--- src/design/dma_chan_pkg.sv ---
// constants, types and register map of the dma channel
package dma_chan_pkg;
    localparam int          DW         = 32;
    localparam logic [31:0] SRC_OFS    = 32'h500602a0;
    localparam logic [31:0] DST_OFS    = 32'h500602a4;
    localparam logic [31:0] LEN_OFS    = 32'h500602a8;
    localparam logic [31:0] CTRL_OFS   = 32'h500602ac;
    localparam logic [31:0] IDX_OFS    = 32'h500602b4;
    localparam logic [31:0] ROUTE_OFS  = 32'h500602b8;
    localparam int          RUN_BIT    = 0;
    localparam int          WID_LSB    = 1;
    localparam int          WID_MSB    = 2;
    localparam int          TRIG_BIT   = 3;
    localparam int          DINC_BIT   = 4;
    localparam int          SINC_BIT   = 5;
    localparam int          CIRC_BIT   = 6;
    localparam int          SENSE_BIT  = 12;
    localparam logic [15:0] CTRL_MASK  = 16'h107f;
    localparam logic [15:0] CTRL_RST   = 16'h0000;
    localparam logic [15:0] IDX_RST    = 16'h0000;
    localparam logic [15:0] LEN_RST    = 16'h0000;
    localparam logic [31:0] ADDR_RST   = 32'h0000_0000;
    localparam logic [3:0]  ROUTE_RST  = 4'hf;
    localparam int          PAIRS      = 9;
    localparam logic [1:0]  W_BYTE     = 2'h0;
    localparam logic [1:0]  W_HALF     = 2'h1;
    localparam logic [1:0]  W_WORD     = 2'h2;
    localparam logic [31:0] STEP_BYTE  = 32'h1;
    localparam logic [31:0] STEP_HALF  = 32'h2;
    localparam logic [31:0] STEP_WORD  = 32'h4;
    localparam logic [31:0] STEP_NONE  = 32'h0;
    localparam logic [15:0] IDX_ONE    = 16'h1;
    localparam logic [1:0]  CNT_FULL   = 2'h2;
    localparam logic [1:0]  CNT_ONE    = 2'h1;

    typedef enum logic [2:0] {S_IDLE, S_ARM, S_RD, S_RDW, S_WR} chan_state_t;

    typedef struct packed {
        logic        wr;
        logic        rd;
        logic [31:0] addr;
        logic [31:0] wdata;
    } reg_req_t;

    typedef struct packed {
        logic        write;
        logic [1:0]  size;
        logic [31:0] addr;
        logic [31:0] wdata;
    } mem_req_t;
endpackage : dma_chan_pkg

--- src/design/dma_channel.sv ---
// one dma channel: control, address stepping, item counter, two-entry buffer
// Function
// - normal mode: stop after programmed length, clear run bit automatically
// - circular mode (trigger mode only): keep running, reset counter, restart
// - source address fixed when its step enable is 0, else advances per item
// - destination address fixed when its step enable is 0, else advances per item
// - trigger select 0 starts at once; 1 waits for peripheral request
// - trusted channel in secure boot forces trigger select to 0
// - width field picks one, two or four byte bus transfers; 11 reserved
// - run bit low means channel idle with clocks gated
// - clearing run mid transfer finishes current item, refuses re-enable until stopped
// - read-only 16-bit counter reports items moved in current transfer
// - counter N means N items done and item N+1 in progress
// - normal mode counter holds final length, clears when next transfer starts
// - circular mode counter clears when the channel restarts
// - sense bit 0 level requests, 1 rising edge requests
// - routing select picks pair; first request to channel 4, second here
//
// Chosen here: the plain strobed port.
module dma_channel (
    input  wire logic                   i_clk,
    input  wire logic                   i_reset_n,
    input  wire logic                   i_ce,
    input  wire dma_chan_pkg::reg_req_t i_reg,
    output logic [31:0]                 o_reg_rdata,
    input  wire logic                   i_trusted,
    input  wire logic [2*dma_chan_pkg::PAIRS-1:0] i_periph_req,
    output logic                        o_ch4_req,
    output logic                        o_chan_clk_en,
    output logic                        o_mem_valid,
    input  wire logic                   i_mem_ready,
    output dma_chan_pkg::mem_req_t      o_mem_req,
    input  wire logic                   i_rsp_valid,
    input  wire logic [31:0]            i_rsp_data,
    output logic                        o_rsp_ready
);
    import dma_chan_pkg::*;

    logic [15:0] ctrl_r;
    logic        run_r;
    logic        abort_r;
    logic [15:0] len_r;
    logic [15:0] idx_r;
    logic [31:0] src_base_r;
    logic [31:0] dst_base_r;
    logic [31:0] src_cur_r;
    logic [31:0] dst_cur_r;
    logic [3:0]  route_r;
    logic        req_prev_r;
    logic        req_pend_r;
    chan_state_t state_r;
    mem_req_t    mem_req_r;
    logic [31:0] buf_r [2];
    logic        wptr_r;
    logic        rptr_r;
    logic [1:0]  cnt_r;

    function automatic logic [31:0] step_of(input logic [1:0] w, input logic en);
        if (!en) begin
            return STEP_NONE;
        end
        unique case (w)
            W_BYTE:  return STEP_BYTE;
            W_HALF:  return STEP_HALF;
            W_WORD:  return STEP_WORD;
            default: return STEP_NONE;
        endcase
    endfunction : step_of

    function automatic logic hit(input logic [31:0] a, input logic [31:0] ofs);
        return a == ofs;
    endfunction : hit

    // effective control fields
    logic       trig_eff;
    logic       circ_eff;
    logic [1:0] width;
    logic [31:0] src_step;
    logic [31:0] dst_step;
    assign trig_eff = ctrl_r[TRIG_BIT] & ~i_trusted;
    assign circ_eff = ctrl_r[CIRC_BIT] & trig_eff;
    assign width    = ctrl_r[WID_MSB:WID_LSB];
    assign src_step = step_of(width, ctrl_r[SINC_BIT]);
    assign dst_step = step_of(width, ctrl_r[DINC_BIT]);

    // request routing: pair index out of range means no peripheral
    logic req_sel;
    logic req_hit;
    logic req_edge;
    always_comb begin
        req_sel   = 1'b0;
        o_ch4_req = 1'b0;
        if (route_r < 4'(PAIRS)) begin
            o_ch4_req = i_periph_req[2*route_r];
            req_sel   = i_periph_req[2*route_r+1];
        end
    end
    assign req_edge = req_sel & ~req_prev_r;
    assign req_hit  = ctrl_r[SENSE_BIT] ? req_pend_r : req_sel;

    // handshakes
    logic wr_ctrl;
    logic start;
    logic done_now;
    logic item_go;
    logic rd_acc;
    logic wr_acc;
    logic buf_push;
    logic buf_pop;
    assign wr_ctrl  = i_reg.wr & hit(i_reg.addr, CTRL_OFS);
    // re-enable is refused while a stop is still pending
    assign start    = wr_ctrl & i_reg.wdata[RUN_BIT] & ~run_r & ~abort_r;
    assign done_now = (state_r == S_ARM) & (idx_r == len_r) & ~abort_r;
    assign item_go  = (state_r == S_ARM) & ~done_now & ~abort_r
                      & (~trig_eff | req_hit) & (cnt_r != CNT_FULL);
    assign o_mem_valid = (state_r == S_RD) | (state_r == S_WR);
    assign o_mem_req   = mem_req_r;
    assign rd_acc   = (state_r == S_RD) & i_mem_ready;
    assign wr_acc   = (state_r == S_WR) & i_mem_ready;
    assign o_rsp_ready = (cnt_r != CNT_FULL);
    assign buf_push = i_rsp_valid & o_rsp_ready;
    assign buf_pop  = wr_acc;
    assign o_chan_clk_en = run_r | (state_r != S_IDLE);

    // control register and run bit
    always_ff @(posedge i_clk or negedge i_reset_n) begin
        if (!i_reset_n) begin
            ctrl_r  <= CTRL_RST;
            run_r   <= 1'b0;
            abort_r <= 1'b0;
        end else if (i_ce) begin
            if (wr_ctrl) begin
                ctrl_r <= i_reg.wdata[15:0] & CTRL_MASK;
            end
            if (start) begin
                run_r <= 1'b1;
            end else if (wr_ctrl && !i_reg.wdata[RUN_BIT] && run_r && !(done_now && !circ_eff)) begin
                // no pending stop when the transfer ends anyway: it would never clear in idle
                abort_r <= 1'b1;
            end
            if (done_now && !circ_eff && run_r) begin
                run_r <= 1'b0;
            end
            if (abort_r && state_r == S_ARM) begin
                run_r   <= 1'b0;
                abort_r <= 1'b0;
            end
        end
    end

    // other software registers
    always_ff @(posedge i_clk or negedge i_reset_n) begin
        if (!i_reset_n) begin
            len_r      <= LEN_RST;
            src_base_r <= ADDR_RST;
            dst_base_r <= ADDR_RST;
            route_r    <= ROUTE_RST;
        end else if (i_ce && i_reg.wr) begin
            if (hit(i_reg.addr, LEN_OFS)) begin
                len_r <= i_reg.wdata[15:0];
            end
            if (hit(i_reg.addr, SRC_OFS)) begin
                src_base_r <= i_reg.wdata;
            end
            if (hit(i_reg.addr, DST_OFS)) begin
                dst_base_r <= i_reg.wdata;
            end
            if (hit(i_reg.addr, ROUTE_OFS)) begin
                route_r <= i_reg.wdata[3:0];
            end
        end
    end

    // read data one cycle after the strobe, zero when unmapped
    always_ff @(posedge i_clk or negedge i_reset_n) begin
        if (!i_reset_n) begin
            o_reg_rdata <= '0;
        end else if (i_ce) begin
            o_reg_rdata <= '0;
            if (i_reg.rd) begin
                unique case (i_reg.addr)
                    SRC_OFS:   o_reg_rdata <= src_base_r;
                    DST_OFS:   o_reg_rdata <= dst_base_r;
                    LEN_OFS:   o_reg_rdata <= {16'h0, len_r};
                    CTRL_OFS:  o_reg_rdata <= {16'h0, ctrl_r[15:1], run_r};
                    IDX_OFS:   o_reg_rdata <= {16'h0, idx_r};
                    ROUTE_OFS: o_reg_rdata <= {28'h0, route_r};
                    default:   o_reg_rdata <= '0;
                endcase
            end
        end
    end

    // edge request latch; a new edge wins over the consume
    always_ff @(posedge i_clk or negedge i_reset_n) begin
        if (!i_reset_n) begin
            req_prev_r <= 1'b0;
            req_pend_r <= 1'b0;
        end else if (i_ce) begin
            req_prev_r <= req_sel;
            if (req_edge) begin
                req_pend_r <= 1'b1;
            end else if (item_go || !run_r) begin
                req_pend_r <= 1'b0;
            end
        end
    end

    // item counter and current addresses
    always_ff @(posedge i_clk or negedge i_reset_n) begin
        if (!i_reset_n) begin
            idx_r     <= IDX_RST;
            src_cur_r <= ADDR_RST;
            dst_cur_r <= ADDR_RST;
        end else if (i_ce) begin
            if (start || (done_now && circ_eff && run_r)) begin
                idx_r     <= IDX_RST;
                src_cur_r <= src_base_r;
                dst_cur_r <= dst_base_r;
            end else if (wr_acc) begin
                idx_r     <= idx_r + IDX_ONE;
                src_cur_r <= src_cur_r + src_step;
                dst_cur_r <= dst_cur_r + dst_step;
            end
        end
    end

    // item sequencer: one read then one write per item
    always_ff @(posedge i_clk or negedge i_reset_n) begin
        if (!i_reset_n) begin
            state_r   <= S_IDLE;
            mem_req_r <= '0;
        end else if (i_ce) begin
            unique case (state_r)
                S_IDLE: begin
                    if (start) begin
                        state_r <= S_ARM;
                    end
                end
                S_ARM: begin
                    if (abort_r || (done_now && !circ_eff)) begin
                        state_r <= S_IDLE;
                    end else if (item_go) begin
                        state_r         <= S_RD;
                        mem_req_r.write <= 1'b0;
                        mem_req_r.size  <= width;
                        mem_req_r.addr  <= src_cur_r;
                        mem_req_r.wdata <= '0;
                    end
                end
                S_RD: begin
                    if (rd_acc) begin
                        state_r <= S_RDW;
                    end
                end
                S_RDW: begin
                    // the buffer may already hold the word if it came early
                    if (cnt_r != 2'h0) begin
                        state_r         <= S_WR;
                        mem_req_r.write <= 1'b1;
                        mem_req_r.addr  <= dst_cur_r;
                        mem_req_r.wdata <= buf_r[rptr_r];
                    end
                end
                S_WR: begin
                    if (wr_acc) begin
                        state_r <= S_ARM;
                    end
                end
            endcase
        end
    end

    // two-entry buffer between read response and write
    always_ff @(posedge i_clk or negedge i_reset_n) begin
        if (!i_reset_n) begin
            wptr_r <= 1'b0;
            rptr_r <= 1'b0;
            cnt_r  <= 2'h0;
            buf_r  <= '{default: '0};
        end else if (i_ce) begin
            if (buf_push) begin
                buf_r[wptr_r] <= i_rsp_data;
                wptr_r        <= ~wptr_r;
            end
            if (buf_pop) begin
                rptr_r <= ~rptr_r;
            end
            cnt_r <= cnt_r + (buf_push ? CNT_ONE : 2'h0) - (buf_pop ? CNT_ONE : 2'h0);
        end
    end

    // checks
    property p_auto_clear;
        @(posedge i_clk) disable iff (!i_reset_n)
        (i_ce && done_now && !circ_eff && run_r && !start) |=> !run_r && state_r == S_IDLE;
    endproperty
    a_auto_clear: assert property (p_auto_clear) else $error("run bit not cleared at end");

    property p_circ_restart;
        @(posedge i_clk) disable iff (!i_reset_n)
        (i_ce && done_now && circ_eff && run_r && !wr_ctrl) |=> run_r && idx_r == IDX_RST;
    endproperty
    a_circ_restart: assert property (p_circ_restart) else $error("circular restart wrong");

    property p_src_fixed;
        @(posedge i_clk) disable iff (!i_reset_n)
        (i_ce && wr_acc && !ctrl_r[SINC_BIT] && !start) |=> $stable(src_cur_r);
    endproperty
    a_src_fixed: assert property (p_src_fixed) else $error("source moved");

    property p_dst_step;
        @(posedge i_clk) disable iff (!i_reset_n)
        (i_ce && wr_acc && ctrl_r[DINC_BIT] && width == W_WORD && !start)
        |=> dst_cur_r == $past(dst_cur_r) + STEP_WORD;
    endproperty
    a_dst_step: assert property (p_dst_step) else $error("destination step wrong");

    property p_trig_wait;
        @(posedge i_clk) disable iff (!i_reset_n)
        (i_ce && state_r == S_ARM && trig_eff && !req_hit && !done_now && !abort_r)
        |=> state_r == S_ARM;
    endproperty
    a_trig_wait: assert property (p_trig_wait) else $error("started without request");

    property p_trusted;
        @(posedge i_clk) disable iff (!i_reset_n)
        (i_ce && i_trusted && state_r == S_ARM && !done_now && !abort_r && cnt_r == 2'h0)
        |=> state_r == S_RD;
    endproperty
    a_trusted: assert property (p_trusted) else $error("trusted channel waited");

    property p_stop_pending;
        @(posedge i_clk) disable iff (!i_reset_n)
        (i_ce && abort_r && state_r != S_ARM) |=> abort_r && run_r;
    endproperty
    a_stop_pending: assert property (p_stop_pending) else $error("stopped mid item");

    property p_count;
        @(posedge i_clk) disable iff (!i_reset_n)
        (i_ce && wr_acc && !start) |=> idx_r == $past(idx_r) + IDX_ONE;
    endproperty
    a_count: assert property (p_count) else $error("counter did not advance");

    property p_hold_final;
        @(posedge i_clk) disable iff (!i_reset_n)
        (state_r == S_IDLE && !start) |=> $stable(idx_r);
    endproperty
    a_hold_final: assert property (p_hold_final) else $error("final count lost");
endmodule : dma_channel

--- config.mk ---
export PLATFORM = sky130hd
export DESIGN_NAME = dma_channel
export DESIGN_NICKNAME = d
export VERILOG_FILES = /design/src/design/dma_chan_pkg.sv /design/src/design/dma_channel.sv
export SDC_FILE = /design/constraint.sdc
export NUM_CORES = 1
export LEC_CHECK = 0
export ABC_AREA = 0
export BUFFER_PORTS_ARGS = -buffer_cell sky130_fd_sc_hd__buf_4
export CAP_MARGIN = 0
export CORE_ASPECT_RATIO = 0.9
export CORE_MARGIN = 10
export CORE_UTILIZATION = 58
export CTS_CLUSTER_SIZE = 40
export DETAILED_ROUTE_END_ITERATION = 7
export GPL_TIMING_DRIVEN = 0
export PLACE_DENSITY = 0.8
export SKIP_CTS_REPAIR_TIMING = 1
export SLEW_MARGIN = 10
export SYNTH_ARGS = -nofsm -noshare
export SYNTH_HDL_FRONTEND = slang
export SYNTH_SLANG_ARGS = --single-unit
--- constraint.sdc ---
create_clock -name i_clk -period 3.35 [get_ports i_clk]
set_input_delay 0.335 -clock i_clk [delete_from_list [all_inputs] [get_ports i_clk]]
set_output_delay 0.335 -clock i_clk [all_outputs]
set_load 0.02 [all_outputs]
# Word-level counts from Yosys, hierarchy flattened
# Cells that the tools add are included.
classes:
  mux: 47
  n_addsub: 6
  magnitude_cmp: 6
  bitwise_logic: 30
  n_eq_ne: 22
  reduce_logical: 40
ops:
  columns: ["op", "count"]
  rows:
  - ["$mux 32", 10]
  - ["$eq 32x31->1 const B", 6]
  - ["$pmux 32 s6", 1]
  - ["$mux 67", 2]
  - ["$pmux 64 s2", 1]
  - ["$add 32x32->32", 2]
  - ["$bwmux 64", 1]
  - ["$mux 64", 1]
  - ["$demux 32 s1", 1]
  - ["$mux 16", 2]
  - ["$mux 3", 7]
  - ["$reduce_and 2->1", 10]
  - ["$add 16x1->16 const B", 1]
  - ["$and 1x1->1", 16]
  - ["$eq 16x16->1", 1]
  - ["$mux 1", 16]
  - ["$pmux 3 s5", 1]
  - ["$ne 2x2->1 const B", 7]
  - ["$logic_and 1x1->1", 10]
  - ["$reduce_bool 2->1", 5]
  - ["$not 1->1", 9]
  - ["$pmux 3 s3", 1]
  - ["$add 5x1->6 const B", 1]
  - ["$eq 3x2->1 const B", 2]
  - ["27 further kinds", 37]
totals:
  wordCells: 174
  reg_bits: 346
  out_inout_bits: 103

# Depth between registers and ports, before layout
# Gate-level depths: netlist of the first run.
depth:
  depth_word: 11
  ltp_mapped: 11
  ltp_nobuf: 10

# Worst setup path after synthesis of the first run
# No wires, ideal clock.
synth_timing:
  path_kind: "register to register"
  startpoint: "register ctrl_r[1]"
  endpoint: "register src_cur_r[30]"
  slack_ns: 0.682
  required_ns: 3.264
  t_arrival_ns: 2.582
  period_less_slack_ns: 2.668
  stages_incl_launch_ff: 12
  path_cell_list: "dfrtp_1 > clkbuf_1 > nor3b_1 > ha_1 > inv_1 > fa_1 > nand2b_1 > a211oi_1 > and2_1 > a41o_1 > o22ai_1 > nor3_1"
synth_via:
  elab_chain_len: 6
  word_cells_on_any_way: 8
  classes_between: "add/sub: 1; eq/ne: 2; mux: 4; reduce/logical: 1"
synth_rtl:
  columns: ["item", "line", "rtl"]
  rows:
  - ["start: declaration", "dma_channel.sv:39", "logic [15:0] ctrl_r;"]
  - ["start signal: assignment", "dma_channel.sv:133", "ctrl_r <= i_reg.wdata[15:0] & CTRL_MASK;"]
  - ["$eq 2x2->1, or another cell as far along", "dma_channel.sv:62", "unique case (w)"]
  - ["$pmux 3 s3 (*)", "dma_channel.sv:62", null]
  - ["$mux 32 (*)", "dma_channel.sv:62", null]
  - ["$add 32x32->32 (*)", "dma_channel.sv:222", "src_cur_r <= src_cur_r + src_step;"]
  - ["$mux 32 (*)", "dma_channel.sv:220", "end else if (wr_acc) begin"]
  - ["$mux 32 (*)", "dma_channel.sv:216", "if (start || (done_now && circ_eff && run_r)) begin"]
  - ["end signal: assignment", "dma_channel.sv:218", "src_cur_r <= src_base_r;"]
  - ["end signal: assignment", "dma_channel.sv:222", null]
  - ["end: declaration", "dma_channel.sv:46", "logic [31:0] src_cur_r;"]
# Mark *: on every way between the ends. The rest lies on a longest branch, timed or not. The select of a mux whose other input is x is not followed.
# A chain may end at the register's enable or synchronous reset.

# Final worst setup path of the first run
layout_timing:
  startpoint: "register state_r[2]"
  endpoint: "register dst_cur_r[2]"
layout_via:
  elab_chain_len: 8
  word_cells_on_any_way: 11
  classes_between: "eq/ne: 2; mux: 1; bitwise: 3; reduce/logical: 5"
layout_rtl:
  columns: ["item", "line", "rtl"]
  rows:
  - ["start: declaration", "dma_channel.sv:51", "chan_state_t state_r;"]
  - ["start signal: assignment", "dma_channel.sv:231", "state_r <= S_IDLE;"]
  - ["start signal: assignment", "dma_channel.sv:237", "state_r <= S_ARM;"]
  - ["start signal: assignment", "dma_channel.sv:242", "state_r <= S_IDLE;"]
  - ["$eq 3x1->1", "dma_channel.sv:113", "assign done_now = (state_r == S_ARM) & (idx_r == len_r) & ~abort_r;"]
  - ["$and 1x1->1 (2 in a row)", "dma_channel.sv:113", null]
  - ["$logic_and 1x1->1 (2 in a row)", "dma_channel.sv:216", null]
  - ["$logic_or 1x1->1", "dma_channel.sv:216", null]
  - ["$reduce_bool 2->1 (no line)", null, null]
  - ["$reduce_and 2->1 (no line)", null, null]
  - ["end signal: assignment", "dma_channel.sv:219", "dst_cur_r <= dst_base_r;"]
  - ["end signal: assignment", "dma_channel.sv:223", "dst_cur_r <= dst_cur_r + dst_step;"]
  - ["end: declaration", "dma_channel.sv:47", "logic [31:0] dst_cur_r;"]
# Parallel ways exist; a longest one is shown, timed or not.

==> results_dict.tcl, run 1 <==
set metrics [dict create \
    instances_no_fill 2204 \
    cts_inserted_buffers 36 \
    first_pass_grt_wire_length_um 86600 \
    layout.cell_area.non_filler_um2 20700 \
    critical_path.cell_chain "clkbuf_1 > nand4bb_1 > clkinv_1 > nand2_1 > buf_2 > nor2_1 > clkbuf_2 > o21ai_0 > o221a_1" \
    worstHoldPathType "in -> reg" \
    r2r.worst_path.cells 9 \
    synth_compound_gate_area_share_pct 14.9 \
    grt_max_degree 108 \
    finalCriticalPeriod_ps 3380 \
    synth_enable_flop_cells 0 \
    port_buffers 221 \
    vdd_drop_max_mv 0.352 \
    min-delay-start "i_reg[25]" \
    synth-xor-area-share_pct 1.83 \
    fmax_mhz 296 \
    wire_per_inst_um 25.7 \
    synth.mux.area_fraction_pct 15.0 \
    grt_pass1_vias 14300 \
    yosys.cell_count.top_type "dfrtp_1" \
    hold_violations 0 \
    synth_top_cells_by_count "341 x dfrtp_1, 118 x mux2_2, 109 x nand2_1" \
    dpl-instance-area_um2 19500 \
    hold_end "src_base_r[25]$_DFFE_PN0P_" \
    async_flop_share_pct 100 \
    synth.top_cell.area_share_pct 49.5 \
    final.period_utilization_pct 101 \
    drc 0 \
    cts_buffer_depth 3 \
    p_per_area_nw_per_um2 477 \
    route.final.wire_length_um 56700 \
    synth_fp_nets 1653 \
    layout-area-overhead-vs-synth_pct 20.1 \
    diodes 0 \
    slowest_delay_ps 590 \
    detailedRoute.firstPassIterationCount 8 \
    io_pins 225 \
    setup-tns-final_ps -111 \
    dominant_combinational_cell_family_by_area_after_synthesis "multiplexers" \
    synth.lib_cells_used.distinct 92 \
    timing.rr.end "dst_cur_r[2]$_DFFE_PN0P_" \
    grt_antenna_before_repair 1 \
    final_global_route_overflow_total 0 \
    netlist_instances 1520 \
    post_synth.cell_area_avg_um2 11.3 \
    synth_warnings 0 \
    clock-sinks 345 \
    hold_depth 3 \
    worst_hold_slack_ps 32.7 \
    synth.largest_area_cell "dfrtp_1" \
    h_tree_depth 2 \
    cpMaxStageDelayCell "nand4bb_1" \
    worst-path-max-fanout 10 \
    start_util_pct 59.3 \
    drt_iter0_drc 1650 \
    max_slew.worst_pin.slew_ps 1170 \
    design.die.area_um2 37000 \
    failing_checks "setup timing" \
    worst_ep_required_time_ps 3760 \
    final.fill_count 2177 \
    final_setup_fails 5 \
    synth_area_um2 17200 \
    fp.dieW_um 202 \
    grt_usage_pct 29.9 \
    max_slew_margin_pct 21.7 \
    dp.cells 2140 \
    yosys.area_share.adder_pct 0.885 \
    clk_lat_worst_skew_ps 530 \
    synth_seq_cells 345 \
    critical_path_arrival_ps 3800 \
    maxSlewViolCount 0 \
    critical_setup_path_kind "reg -> reg" \
    path_clk_slew_ps 60 \
    final_antenna_net_count 0 \
    share_of_the_yosys_chip_area_belonging_to_registers_pct 50.1 \
    postLayoutSetupSlackWorst_ps -33.0 \
    die-height_um 184 \
    layout-drive-gt1-share_pct 27.4 \
    rr_startpoint "state_r[2]$_DFFE_PN0P_" \
    cp-start-kind "flop" \
    clockRootBuffer "clkbuf_16" \
    vias_per_cell 6.50 \
    critical_path.endpoint_type "flop" \
    worst_skew_ps 21.8 \
    result_of_the_run "finished with violations" \
    postSynth.topFlopCell "dfrtp_1" \
    placement_rows 59 \
    p_leak_nw 9.74 \
    detailedPlacementHpwl_um 41500 \
    nNetsFinal 1916 \
    coreArea_um2 29100 \
    netlist_top_cells_area "dfrtp_1 49%, mux2_2 7.7%, mux2_1 3.7%" \
    synth-simple-area-share_pct 13.7 \
    via_count 14300 \
    cap_violations 0 \
    routabilityCongestion 0.984 \
    tritoncts_clock_tree "done" \
    r2r_setup_slk_ps -30 \
]
routing by layer:
metal  global-route usage (%)  share of wire [%]  wire length [um]  vias to the layer above
li1                         -                  -                 -                     6259
met2                     45.1                 44             25200                      798
met3                     8.39                 11              6210                      124
met5                        0              0.019                11                        -
met1                     41.2                 42             23600                     7141
met4                     9.34                2.9              1640                        2
state kept, by name, summed over array words and instances, names as in the netlist, 3 cells and up:
signal,count
o_mem_req,67
buf_r,64
o_reg_rdata,32
state_r,3
len_r,16
ctrl_r,7
dst_base_r,32
src_base_r,32
route_r,4
idx_r,16
dst_cur_r,32
src_cur_r,32
worst max-delay path: cells and delay by family (launching register included):
kind / cells / cell delay (ps)
flops: 1 / 320
compound gates: 2 / 320
buf+inv: 4 / 1490
simple gates: 3 / 1150
stage by stage:
step	utilization (%)	setup slack, ps	power (mW)
after floorplan	-	682	5.49
after global placement	66.7	-1250	5.86
after detailed placement	67.0	-102	5.97
after CTS	71.0	-148	9.92
after global routing	71.2	-0.218	10.2
final	71.2	-33.0	9.88
cell families (layout without fill, tap and decap cells):
logic type,Yosys count,after routing
xor gates and xnor gates,36,36
AOI/OAI and AO/OA,341,341
DFF,345,345
muxes,234,234
adders and majority gates,11,11
buffers and inverters,132,420
and+or+nand+nor,421,421
worst max path at each step:
stage	start	to	slack, ps	depth (start not counted)
6_report	state_r[2]$_DFFE_PN0P_	dst_cur_r[2]$_DFFE_PN0P_	-30	9
5_1_grt	ctrl_r[1]$_DFFE_PN0P_	src_cur_r[27]$_DFFE_PN0P_	-0.2	9
4_1_cts	ctrl_r[1]$_DFFE_PN0P_	src_cur_r[30]$_DFFE_PN0P_	-150	11
3_5_place_dp	ctrl_r[1]$_DFFE_PN0P_	dst_cur_r[20]$_DFFE_PN0P_	-100	11
3_3_place_gp	i_reset_n	src_base_r[17]$_DFFE_PN0P_	-1250	1
2_1_floorplan	ctrl_r[1]$_DFFE_PN0P_	src_cur_r[30]$_DFFE_PN0P_	680	11
power by group:
part	total, mW	internal, mW	switching (mW)
Combinational	1.10	0.589	0.514
Sequential	4.80	4.58	0.213
Clock	3.98	2.32	1.66
layout make-up:
type	instances	area, um2	area share, %
clock buffer	51	1040	5.01
buffer	103	514	2.48
multi-input combinational	1043	8030	38.8
clock inverter	12	124	0.598
inverter	29	109	0.526
sequential	345	8640	41.7
tap	396	495	2.39
timing repair buffer	225	1760	8.49
placed cells by master (no fill, tap or decap), types with 53 or more instances in the layout:
cell type	Yosys	layout
mux2_1	56	56
dfrtp_1	341	341
o21ai_0	54	53
buf_4	9	229
nor2_1	80	80
nand2_1	109	109
o2bb2ai_1	64	64
clkbuf_1	53	59
mux2i_1	58	58
mux2_2	118	118
(Power assumes the default switching activity.)
==> run 2: changes to the inputs <==
--- a/config.mk
+++ b/config.mk
@@ -15,7 +15,6 @@
 export DETAILED_ROUTE_END_ITERATION = 7
 export GPL_TIMING_DRIVEN = 0
 export PLACE_DENSITY = 0.8
-export SKIP_CTS_REPAIR_TIMING = 1
 export SLEW_MARGIN = 10
 export SYNTH_ARGS = -nofsm -noshare
 export SYNTH_HDL_FRONTEND = slang
==> results_dict.tcl, run 2 (synthesis gave the netlist of run 1 again) <==
set metrics [dict create \
    result_of_the_run "completed" \
    nNetsFinal 1916 \
    h_tree_depth 2 \
    grt_setup_unrepaired "yes" \
    final_global_route_overflow_total 0 \
    max_slew_margin_pct 19.6 \
    hold_depth 3 \
    comb_power_share_pct 11.2 \
    start_util_pct 59.3 \
    p_per_area_nw_per_um2 477 \
    largest_reg_flops 67 \
    worst_ep_required_time_ps 3810 \
    vias_per_cell 6.50 \
    design.die.area_um2 37000 \
    clk_lat_worst_skew_ps 530 \
    critical_path.most_common_cell "nand3_1" \
    worstHoldPathType "in -> reg" \
    total_switching_power_mw 2.39 \
    cp_num_buf_inv 1 \
    critical_setup_path_kind "reg -> reg" \
    grt_max_degree 108 \
    clockRootBuffer "clkbuf_16" \
    port_buffers 221 \
    maxSlewViolCount 0 \
    slowest_delay_ps 630 \
    postCtsSetupRepairBufs 0 \
    p_leak_nw 9.75 \
    routabilityCongestion 0.984 \
    wire_per_inst_um 25.7 \
    critical_path.endpoint_type "flop" \
    cp-start-kind "flop" \
    drt_iter0_drc 1772 \
    placement_rows 59 \
    cpMaxStageDelayCell "nand3_1" \
    cts_inserted_buffers 36 \
    grt_antenna_before_repair 1 \
    grt_pass1_vias 14400 \
    r2r.worst_path.cells 7 \
    most_common_library_cell_in_the_layout_ignoring_fill_and_taps "dfrtp_1" \
    tritoncts_clock_tree "done" \
    final_antenna_net_count 0 \
    cts_buffer_depth 3 \
    clock_power_share_pct 40.3 \
    final_setup_fails 0 \
    finalCriticalPeriod_ps 3260 \
    mostFrequentLayoutCells "341 x dfrtp_1, 229 x buf_4, 118 x mux2_2" \
    route.final.wire_length_um 56600 \
    hold_violations 0 \
    timing.rr.end "dst_cur_r[5]$_DFFE_PN0P_" \
    sw_frac_of_total_pct 24.2 \
    layout-drive-gt1-share_pct 27.4 \
    fin_total_pwr_mw 9.89 \
    seq_power_share_pct 48.5 \
    max_slew.worst_pin.slew_ps 1200 \
    critical-path-top-delay-family "simple AND/OR/NAND/NOR gates" \
    rr_startpoint "abort_r$_DFFE_PN0P_" \
    via_count 14300 \
    detailedRoute.firstPassIterationCount 7 \
    cap_violations 0 \
    layout-area-overhead-vs-synth_pct 20.1 \
    grt_usage_pct 30.0 \
    final.period_utilization_pct 97.2 \
    critical_path_arrival_ps 3710 \
    internal_power_mw 7.49 \
    diodes 0 \
    path_clk_slew_ps 60 \
    worst_skew_ps 23.3 \
    worst_hold_slack_ps 30.5 \
    vdd_drop_max_mv 0.342 \
    detailedPlacementHpwl_um 41500 \
    first_pass_grt_wire_length_um 86700 \
    fmax_mhz 307 \
    coreArea_um2 29100 \
    die-height_um 184 \
    clock-sinks 345 \
    fp.dieW_um 202 \
    r2r_setup_slk_ps 90 \
    io_pins 225 \
    final.fill_count 2173 \
    hold_end "src_base_r[25]$_DFFE_PN0P_" \
    min-delay-start "i_reg[25]" \
    drc 0 \
    critical_path.cell_chain "nand2b_1 > nor4_1 > nand3_1 > o22ai_2 > clkbuf_1 > nand2_1 > nand3_1" \
    worst-path-max-fanout 10 \
]
run 2: cell count changes in the layout (fill, tap and decap cells not counted):
cell and change:
buf_2 +1, clkbuf_2 -1, nand4bb_1 -1, nand4bb_2 +1, nor4_2 -1, nor4_4 +1
run 2: final cells by class:
cell class	instances	area, um2	share of cell area, %
Sequential cell	345	8640	41.7
Multi-Input combinational cell	1043	8040	38.8
Timing Repair Buffer	225	1760	8.49
Clock buffer	51	1040	5.01
Buffer	103	514	2.48
Tap cell	396	495	2.39
Clock inverter	12	124	0.598
Inverter	29	109	0.525
run 2: tightest hold or removal path: stages:
cell and delay [ps]:
buf_4 80, nand2_1 40, o21ai_0 60
run 2: worst max-delay path by stage:
| stage | end | from | depth (start not counted) |
|---|---|---|---|
| after detailed placement | dst_cur_r[20]$_DFFE_PN0P_ | ctrl_r[1]$_DFFE_PN0P_ | 11 |
| after global routing | src_cur_r[30]$_DFFE_PN0P_ | ctrl_r[1]$_DFFE_PN0P_ | 11 |
| after CTS | src_cur_r[27]$_DFFE_PN0P_ | ctrl_r[1]$_DFFE_PN0P_ | 9 |
| final | dst_cur_r[5]$_DFFE_PN0P_ | abort_r$_DFFE_PN0P_ | 7 |
| after global placement | src_base_r[17]$_DFFE_PN0P_ | i_reset_n | 1 |
| after floorplan | src_cur_r[30]$_DFFE_PN0P_ | ctrl_r[1]$_DFFE_PN0P_ | 11 |
run 2: per-layer routing:
metal  share of wire, %  global-route usage [%]
met1                 42                    41.3
met2                 45                    45.2
met3                 10                    8.39
met4                2.7                    9.34
met5              0.023                       0
run 2: through the flow:
stage	TNS (ps)	setup WS (ps)	area, um2	cells	util [%]
after global routing	-20.3	-20.3	20700	2204	71.2
after CTS	0	3.54	20700	2204	71.1
after floorplan	0	682	17200	1520	-
after global placement	-411440	-1250	19400	2137	66.7
after detailed placement	-272	-102	19500	2140	67.0
final	0	93.0	20700	2204	71.2
run 2: power groups by stage:
stage / logic, mW / registers, mW / clock network (mW)
floorplan: 0.694 / 4.80 / 0
global placement: 1.03 / 4.82 / 0
detailed placement: 1.11 / 4.87 / 0
CTS: 1.12 / 4.79 / 4.01
global route: 1.21 / 4.84 / 4.19
finish: 1.10 / 4.80 / 3.99
run 2: what timing repair did:
item | 4_1_cts | 5_1_grt
hold buffers | 1 | 0
hold endpoints to repair | 50 | 0
pin swaps | 0 | 0
gates resized for setup | 5 | 9
endpoints found under the setup margin | 10 | 6
